$ cat config.mk
export PLATFORM = sky130hd
export DESIGN_NAME = ssf_conv
export DESIGN_NICKNAME = d
export VERILOG_FILES = /design/src/rtl/ssf_pkg.sv /design/src/rtl/ssf_str_mem.sv /design/src/rtl/ssf_conv.sv
export VERILOG_INCLUDE_DIRS = /design/src /design/src/rtl
export SDC_FILE = /design/constraint.sdc
export NUM_CORES = 2
export LEC_CHECK = 0
export BUFFER_PORTS_ARGS = -buffer_cell sky130_fd_sc_hd__buf_2
export CORE_MARGIN = 8
export CORE_UTILIZATION = 45
export DETAILED_ROUTE_END_ITERATION = 7
export PLACE_DENSITY_LB_ADDON = 0.3
export SLEW_MARGIN = 20
export SYNTH_ARGS = -nofsm -noshare
export SYNTH_HDL_FRONTEND = slang
export SYNTH_SLANG_ARGS = --single-unit
$ cat constraint.sdc
create_clock -name ref_clk -period 5.5 [get_ports ref_clk]
set_input_delay 1.1 -clock ref_clk [delete_from_list [all_inputs] [get_ports ref_clk]]
set_output_delay 1.1 -clock ref_clk [all_outputs]
set_load 0.01 [all_outputs]
$ cat src/rtl/ssf_defines.svh
`ifndef SSF_DEFINES_SVH
`define SSF_DEFINES_SVH

`define SSF_ADDR_W      5
`define SSF_STR_AW      4
`define SSF_STR_WORDS   16
`define SSF_CI_END      6'h20

`define SSF_REG_CTRL    5'h10
`define SSF_REG_STAT    5'h11
`define SSF_REG_RES_LO  5'h12
`define SSF_REG_RES_HI  5'h13
`define SSF_REG_ERR     5'h14

`define SSF_CTRL_START  0
`define SSF_STAT_ERR    5

`define SSF_ERR_CODE    16'h1a32
`define SSF_MAX_CHARS   6'h18
`define SSF_MAX_DIGITS  3'h7
`define SSF_EXP_SAT     12'h063

`define SSF_CH_NUL      8'h00
`define SSF_CH_SPACE    8'h20
`define SSF_CH_PLUS     8'h2b
`define SSF_CH_MINUS    8'h2d
`define SSF_CH_DOT      8'h2e
`define SSF_CH_ZERO     8'h30
`define SSF_CH_NINE     8'h39
`define SSF_CH_EXP      8'h45

`define SSF_BE_INIT     12'h01f
`define SSF_BE_MIN      12'hf82
`define SSF_BE_MAX      12'h080
`define SSF_EXP_BIAS    12'h07f
`define SSF_TENTH       32'hcccccccd
`define SSF_F_MIN       31'h00800000
`define SSF_F_MAX       31'h7f7fffff

`endif

$ cat src/rtl/ssf_pkg.sv
package ssf_pkg;

  typedef enum logic [2:0] {
    S_IDLE,
    S_RD,
    S_CH,
    S_NORM,
    S_SCALE,
    S_PACK
  } ssf_state_e;

  typedef struct packed {
    logic [4:0]  addr;
    logic [15:0] wdata;
    logic        we;
    logic        re;
  } ssf_bus_req_s;

  typedef struct packed {
    logic operation_error_flag;
    logic overflow_carry_flag;
    logic underflow_borrow_flag;
    logic result_zero_flag;
    logic done;
    logic busy;
  } ssf_stat_s;

endpackage : ssf_pkg

$ cat src/rtl/ssf_str_mem.sv
`timescale 1ns/1ns
`include "ssf_defines.svh"

module ssf_str_mem (
  input  wire logic        clk,
  input  wire logic        wr_en,
  input  wire logic [3:0]  wr_addr,
  input  wire logic [15:0] wr_data,
  input  wire logic [3:0]  rd_addr,
  output logic      [15:0] rd_data
);

  logic [15:0] mem [`SSF_STR_WORDS];

  always_ff @(posedge clk) begin
    if (wr_en) begin
      mem[wr_addr] <= wr_data;
    end
  end

  always_ff @(posedge clk) begin
    rd_data <= mem[rd_addr];
  end

endmodule : ssf_str_mem

$ cat src/rtl/ssf_conv.sv
// Operation
// [RQ1] exact zero mantissa sets the result zero flag
// [RQ2] magnitude below 2^-126 gives smallest real and sets underflow flag
// [RQ3] magnitude at or above 2^128 gives largest real and sets overflow flag
// [RQ4] any malformed string sets error flag and stores code 6706
// [RQ5] non-digit byte in integer or fraction part is an error
// [RQ6] more than one decimal point is an error
// [RQ7] foreign character or second exponent in exponent part is an error
// [RQ8] no terminating zero byte within the string buffer is an error
// [RQ9] zero characters or more than 24 before terminator is an error
// [RQ10] two characters per word, low byte first, sign first, zero byte ends
// [RQ11] keep first seven significant digits, drop the rest
// [RQ12] minus sign means negative, plus or no sign means positive
// [RQ13] spaces and leading zeros skipped but still counted as characters
// [RQ14] result low half in first result word, high half in second
//
// The register offsets and the strobed register port were left to the implementer.
`timescale 1ns/1ns
`include "ssf_defines.svh"

module ssf_conv
  import ssf_pkg::*;
(
  input  wire logic         ref_clk,
  input  wire logic         rstn,
  input  wire ssf_bus_req_s bus_req,
  output logic      [15:0]  rd_data,
  output ssf_stat_s         status
);

  logic        rst_meta_q;
  logic        rst_n_q;
  ssf_state_e  state_q;
  logic [5:0]  ci_q;
  logic [5:0]  nch_q;
  logic        neg_q, sig_q, dot_q, ine_q, esgn_q, edig_q, eneg_q, zero_q;
  logic [23:0] mant_q;
  logic [2:0]  ndig_q;
  logic [7:0]  dexp_q;
  logic [11:0] eval_q;
  logic [31:0] m_q;
  logic [11:0] be_q;
  logic [7:0]  cnt_q;
  logic        down_q;
  logic [31:0] result_q;
  logic [15:0] err_word_q;
  logic [15:0] word;
  logic [7:0]  ch;
  logic        is_dig;
  logic [3:0]  dval;
  logic        start, parse_err, fin_err, fin_ok;
  logic [26:0] m10;
  logic [11:0] e10;
  logic [11:0] tot;
  logic [63:0] prod;
  logic [32:0] up;
  logic [11:0] fexp;

  // flop pair: first stage feeds only the second
  always_ff @(posedge ref_clk or negedge rstn) begin
    if (!rstn) begin
      rst_meta_q <= 1'b0;
      rst_n_q    <= 1'b0;
    end else begin
      rst_meta_q <= 1'b1;
      rst_n_q    <= rst_meta_q;
    end
  end

  // buffer writes refused while converting so the scan sees a stable string
  ssf_str_mem u_mem (
    .clk     (ref_clk),
    .wr_en   (bus_req.we && !bus_req.addr[4] && !status.busy),
    .wr_addr (bus_req.addr[3:0]),
    .wr_data (bus_req.wdata),
    .rd_addr (ci_q[4:1]),
    .rd_data (word)
  );

  assign start  = bus_req.we && bus_req.addr == `SSF_REG_CTRL && bus_req.wdata[`SSF_CTRL_START] && !status.busy;
  assign ch     = ci_q[0] ? word[15:8] : word[7:0]; // [RQ10]
  assign is_dig = ch >= `SSF_CH_ZERO && ch <= `SSF_CH_NINE;
  assign dval   = ch[3:0];
  assign m10    = {mant_q, 3'h0} + {2'h0, mant_q, 1'h0} + {23'h0, dval};
  assign e10    = {eval_q[8:0], 3'h0} + {eval_q[10:0], 1'h0} + {8'h0, dval};
  assign tot    = {{4{dexp_q[7]}}, dexp_q} + (eneg_q ? 12'h000 - eval_q : eval_q); // [RQ12]
  assign prod   = m_q * `SSF_TENTH;
  assign up     = {1'h0, m_q} + {3'h0, m_q[31:2]};
  assign fexp   = be_q + `SSF_EXP_BIAS;

  always_comb begin
    parse_err = 1'b0;
    if (ch == `SSF_CH_NUL) begin
      parse_err = nch_q == 6'h00; // [RQ9]
    end else if (nch_q == `SSF_MAX_CHARS) begin
      parse_err = 1'b1; // [RQ9]
    end else if (!ine_q) begin
      if (ch == `SSF_CH_DOT) begin
        parse_err = dot_q; // [RQ6]
      end else if (!(is_dig || ch == `SSF_CH_SPACE || ch == `SSF_CH_EXP ||
                     (ci_q == 6'h00 && (ch == `SSF_CH_PLUS || ch == `SSF_CH_MINUS)))) begin
        parse_err = 1'b1; // [RQ5]
      end
    end else if (ch == `SSF_CH_PLUS || ch == `SSF_CH_MINUS) begin
      parse_err = esgn_q || edig_q; // [RQ7]
    end else if (!(is_dig || ch == `SSF_CH_SPACE)) begin
      parse_err = 1'b1; // [RQ7]
    end
  end

  assign fin_err = (state_q == S_CH && parse_err) || (state_q == S_RD && ci_q == `SSF_CI_END); // [RQ8]
  assign fin_ok  = state_q == S_PACK;

  always_ff @(posedge ref_clk or negedge rst_n_q) begin
    if (!rst_n_q) begin
      state_q <= S_IDLE;
      ci_q    <= 6'h00;
      nch_q   <= 6'h00;
      {neg_q, sig_q, dot_q, ine_q, esgn_q, edig_q, eneg_q, zero_q, down_q} <= 9'h000;
      mant_q  <= 24'h000000;
      ndig_q  <= 3'h0;
      dexp_q  <= 8'h00;
      eval_q  <= 12'h000;
      m_q     <= 32'h00000000;
      be_q    <= 12'h000;
      cnt_q   <= 8'h00;
    end else begin
      unique case (state_q)
        S_IDLE: begin
          if (start) begin
            state_q <= S_RD;
            ci_q    <= 6'h00;
            nch_q   <= 6'h00;
            {neg_q, sig_q, dot_q, ine_q, esgn_q, edig_q, eneg_q} <= 7'h00;
            mant_q  <= 24'h000000;
            ndig_q  <= 3'h0;
            dexp_q  <= 8'h00;
            eval_q  <= 12'h000;
          end
        end
        S_RD: begin
          state_q <= fin_err ? S_IDLE : S_CH;
        end
        S_CH: begin
          if (parse_err) begin
            state_q <= S_IDLE;
          end else if (ch == `SSF_CH_NUL) begin
            m_q     <= {8'h00, mant_q};
            be_q    <= `SSF_BE_INIT;
            down_q  <= tot[11];
            cnt_q   <= tot[11] ? 8'(12'h000 - tot) : tot[7:0];
            zero_q  <= mant_q == 24'h000000;
            state_q <= mant_q == 24'h000000 ? S_PACK : S_NORM;
          end else begin
            state_q <= S_RD;
            ci_q    <= ci_q + 6'h01;
            nch_q   <= nch_q + 6'h01; // [RQ13]
            if (!ine_q) begin
              if (ci_q == 6'h00 && (ch == `SSF_CH_PLUS || ch == `SSF_CH_MINUS)) begin
                neg_q <= ch == `SSF_CH_MINUS; // [RQ12]
              end else if (ch == `SSF_CH_DOT) begin
                dot_q <= 1'b1;
              end else if (ch == `SSF_CH_EXP) begin
                ine_q <= 1'b1;
              end else if (is_dig) begin
                if (!sig_q && ch == `SSF_CH_ZERO) begin
                  dexp_q <= dot_q ? dexp_q - 8'h01 : dexp_q; // [RQ13]
                end else if (ndig_q < `SSF_MAX_DIGITS) begin
                  sig_q  <= 1'b1;
                  mant_q <= m10[23:0];
                  ndig_q <= ndig_q + 3'h1;
                  dexp_q <= dot_q ? dexp_q - 8'h01 : dexp_q;
                end else begin
                  dexp_q <= dot_q ? dexp_q : dexp_q + 8'h01; // [RQ11]
                end
              end
            end else if (ch == `SSF_CH_PLUS || ch == `SSF_CH_MINUS) begin
              esgn_q <= 1'b1;
              eneg_q <= ch == `SSF_CH_MINUS; // [RQ12]
            end else if (is_dig) begin
              edig_q <= 1'b1;
              // huge exponents saturate; they clamp anyway
              eval_q <= e10 > `SSF_EXP_SAT ? `SSF_EXP_SAT : e10;
            end
          end
        end
        S_NORM: begin
          if (m_q[31]) begin
            state_q <= S_SCALE;
          end else begin
            m_q  <= {m_q[30:0], 1'h0};
            be_q <= be_q - 12'h001;
          end
        end
        S_SCALE: begin
          if (cnt_q == 8'h00) begin
            state_q <= S_PACK;
          end else begin
            cnt_q <= cnt_q - 8'h01;
            // divide by ten as times 0.8 then /8; truncation may lose an ulp
            if (down_q) begin
              m_q  <= prod[63] ? prod[63:32] : {prod[62:32], 1'h0};
              be_q <= prod[63] ? be_q - 12'h003 : be_q - 12'h004;
            end else begin
              m_q  <= up[32] ? up[32:1] : up[31:0];
              be_q <= up[32] ? be_q + 12'h004 : be_q + 12'h003;
            end
          end
        end
        S_PACK: begin
          state_q <= S_IDLE;
        end
      endcase
    end
  end

  always_ff @(posedge ref_clk or negedge rst_n_q) begin
    if (!rst_n_q) begin
      status     <= '0;
      result_q   <= 32'h00000000;
      err_word_q <= 16'h0000;
    end else begin
      if (start) begin
        status <= '{busy: 1'b1, default: 1'b0};
      end else begin
        if (bus_req.we && bus_req.addr == `SSF_REG_STAT && bus_req.wdata[`SSF_STAT_ERR]) begin
          status.operation_error_flag <= 1'b0;
        end
        if (fin_err) begin
          status.busy                 <= 1'b0;
          status.done                 <= 1'b1;
          status.operation_error_flag <= 1'b1; // [RQ4]
          err_word_q                  <= `SSF_ERR_CODE; // [RQ4]
        end
        if (fin_ok) begin
          status.busy <= 1'b0;
          status.done <= 1'b1;
          if (zero_q) begin
            result_q                <= 32'h00000000;
            status.result_zero_flag <= 1'b1; // [RQ1]
          end else if ($signed(be_q) < $signed(`SSF_BE_MIN)) begin
            result_q                     <= {neg_q, `SSF_F_MIN}; // [RQ2]
            status.underflow_borrow_flag <= 1'b1; // [RQ2]
          end else if ($signed(be_q) >= $signed(`SSF_BE_MAX)) begin
            result_q                   <= {neg_q, `SSF_F_MAX}; // [RQ3]
            status.overflow_carry_flag <= 1'b1; // [RQ3]
          end else begin
            result_q <= {neg_q, fexp[7:0], m_q[30:8]};
          end
        end
      end
    end
  end

  always_ff @(posedge ref_clk or negedge rst_n_q) begin
    if (!rst_n_q) begin
      rd_data <= 16'h0000;
    end else if (bus_req.re) begin
      unique case (bus_req.addr)
        `SSF_REG_STAT:   rd_data <= {10'h000, status};
        `SSF_REG_RES_LO: rd_data <= result_q[15:0]; // [RQ14]
        `SSF_REG_RES_HI: rd_data <= result_q[31:16]; // [RQ14]
        `SSF_REG_ERR:    rd_data <= err_word_q;
        default:         rd_data <= 16'h0000;
      endcase
    end else begin
      rd_data <= 16'h0000;
    end
  end

endmodule : ssf_conv

==> results_dict.tcl <==
set metrics [dict create \
    status "finished with violations" \
    failed_checks "negative setup slack" \
    first_pass_iters 7 \
    core_region_area_um2 91700 \
    wl_per_cell_um 22.2 \
    htreeDepth 2 \
    synthCells 3950 \
    via_per_inst 5.66 \
    drc_errors 0 \
    synth_ff_type "edfxtp_1" \
    ir_drop_mv 0.391 \
    nNetsFinal 5344 \
    p_per_area_nw_per_um2 137 \
    yosys-top-cells-area "fa_1, edfxtp_1, ha_1" \
    clock_path_buffers 3 \
    slew_headroom_pct 27.3 \
    syn2layout_area_growth_pct 21.0 \
    cts-root-buf "clkbuf_16" \
    cts_tree "built" \
    cp_max_fo 10 \
    portBuffers 46 \
    p_sw_uw 1540 \
    final.setup.worst_slack_ps -1970 \
    post-dp-hpwl_um 98900 \
    netlist-cell-type-count 103 \
    seq_power_share_pct 51.9 \
    fin_setup_tns_ps -81500 \
    ys_ff_latch 452 \
    drive_gt1_share_pct 23.6 \
    grt_max_degree 102 \
    ant_nets 0 \
    antenna_found_initial 7 \
    synth_edf_count 256 \
    pwr-share-clk_pct 46.8 \
    path_clk_slew_ps 70 \
    maxSlewViolCount 0 \
    syn_area_um2 41700 \
    ys_seq_area_share_pct 30.0 \
    rows 111 \
    p_leak_uw 0.0238 \
    finalCriticalPeriod_ps 7470 \
    cts_sinks 452 \
    synth.avg_cell_area_um2 10.6 \
    clock.fmax_ghz 0.134 \
    initial_core_util_pct 45.5 \
    p_int_uw 5380 \
    setup_viol 44 \
    worstPathRequired_ps 5970 \
    critPathKind "flop to flop" \
    grt_pass1_wl_um 193000 \
    clk_latency_ps 620 \
    grt_util_all_layers_pct 24.3 \
    async_reset_ff_share_pct 39.8 \
    skew_ps 37.3 \
    drv_cap 0 \
    yosys-mux-area-fraction_pct 5.16 \
    swShare_pct 22.2 \
    r2r_slack_ps -1970 \
    dr.first_iter.drc_count 2717 \
    synth_fp_nets 4833 \
    die_area_um2 103000 \
    hp-class "flop to async pin" \
    synth_compound_area_share_pct 11.9 \
    finalHoldViolCount 0 \
    place.gp.congestion 0.963 \
    tightest_slew_ps 1090 \
    die_x_um 320 \
    synth_fa_ha_area_share_pct 32.8 \
    yosysMostFrequentCell "inv_1" \
    grt_overflow 0 \
    rsz0062_at_grt "true" \
    combPwrFrac_pct 1.3 \
    cp-start-kind "flop" \
    synth_top_cell_by_area "fa_1" \
    worstSetupEndpointType "flop" \
    ys_warn_count 0 \
    synthSimpleGateAreaFrac_pct 9.21 \
    drt_wl_total_um 126000 \
    synth_top_family_by_area "adder cells" \
    fin_crit_sh_pct 136 \
    cts_buffers 48 \
    synth_xor_xnor_area_share_pct 3.50 \
    timing.hold.ws_ps 200 \
    synth_common_cells "inv_1, ha_1, fa_1, nand2_1, edfxtp_1" \
    ioPinCount 47 \
    arrival_ps 7940 \
    grt_pass1_vias 32200 \
    die_h_um 320 \
    yosys.area.top_type_share_pct 18.8 \
    vias 32200 \
]
[worst max-delay path, stage by stage (launching register included)]
cell and delay [ps]:
dfrtp_2 420, buf_4 220, ha_4 270, buf_4 190, and2_1 180, a21o_1 220, fa_1 560, fa_1 600
fa_1 440, fa_1 460, fa_1 390, ha_1 360, ha_4 280, nand4_1 120, or4_4 560, or2_4 250
a2111oi_4 340, nor3_4 110, o21ai_4 220, buf_6 150, xnor2_4 80, buf_6 170, clkbuf_16 150, buf_4 140
a211oi_2 220, o21ai_1 80, a21boi_1 140
[cell type report]
type	count	area (um2)
fill	7813	41200
multi-input combinational	2686	27600
sequential	452	12600
timing repair buffer	595	4640
inverter	678	2550
tap	1186	1480
clock buffer	64	1290
clock inverter	26	262
antenna	4	10.0
[timing repair]
item                       4_1_cts  5_1_grt
resized for setup              157      137
setup endpoints to repair       44       44
hold buffers                     0        0
cloned                           2        1
pin swaps                       48       76
setup buffers                   38       22
[final timing paths]
kind / from / endpoint / depth (start not counted)
max in group asynchronous: rst_n_q / ci_q[1] / 1
max: m_q[6] / be_q[0] / 26
max reg2reg: m_q[6] / be_q[0] / 26
min: rst_n_q / m_q[15] / 0
min reg2reg: rst_n_q / m_q[15] / 0
min in group ref_clk: rst_meta_q / rst_n_q / 0
[per-stage QoR]
step                cells  worst slack (ps)  power, uW  instance area, um2  util, %
detailed placement   5537             -2190       3750               46900     51.2
finish               5691             -1970       6920               50400     55.0
global route         5689             -2160       7080               50400     55.0
global placement     5537             -2160       3740               46900     51.2
CTS                  5665             -1910       6970               49500     54.0
floorplan            3950             -1580       3690               41900        -
[layer usage]
metal,vias to the layer above,part of all wire (%),track usage (%)
met3,211,8.7,5.06
li1,14700,-,-
met5,-,0.0095,0
met1,16100,44,34.6
met4,2,2.7,6.21
met2,1252,45,37.7
[placed cells by master (no fill, tap or decap), types with 17 or more instances in the layout]
master	Yosys	final
a211oi_1	28	17
inv_2	0	18
fa_2	0	19
buf_4	3	505
nand3_1	60	56
ha_1	466	408
dfrtp_1	180	151
buf_6	1	29
o31ai_1	32	29
nand2_1	285	279
o21bai_1	18	17
nor2_2	0	20
o211ai_1	25	25
a31oi_1	27	24
buf_2	13	46
fa_1	392	373
nand4_1	31	31
clkbuf_16	0	49
or3_1	25	25
a22oi_1	19	19
inv_1	677	656
and3_1	30	28
a21o_1	69	69
a221oi_1	23	21
mux4_2	80	80
edfxtp_1	256	256
xor2_1	66	55
o21ai_0	186	166
nor2_1	149	129
xnor2_1	97	91
dfrtp_2	0	27
nor3_1	67	58
and2_1	21	21
ha_4	0	48
o21ai_1	25	32
nand2b_1	22	22
a21oi_1	177	159
[cell families (layout without fill, tap and decap cells)]
group,after synthesis,count (layout)
adders and majority gates,858,858
buffers and inverters,812,1363
and+or+nand+nor,789,789
AOI/OAI and AO/OA,761,761
DFF,452,452
xor gates and xnor gates,165,165
muxes,112,112
other,1,5
[state kept, by name, summed over array words and instances (netlist names), 12 cells and up]
register / cells
be_q: 12
eval_q: 12
m_q: 32
mant_q: 24
rd_data: 16
result_q: 32
u_mem.mem: 256
u_mem.rd_data: 16
[power by group through the flow]
stage	combinational, uW	sequential [uW]	clock [uW]
finish	88.1	3590	3240
global route	97.8	3590	3390
CTS	86.7	3590	3290
detailed placement	86.4	3660	0
global placement	83.7	3660	0
floorplan	14.4	3680	0
(Power assumes the default switching activity.)
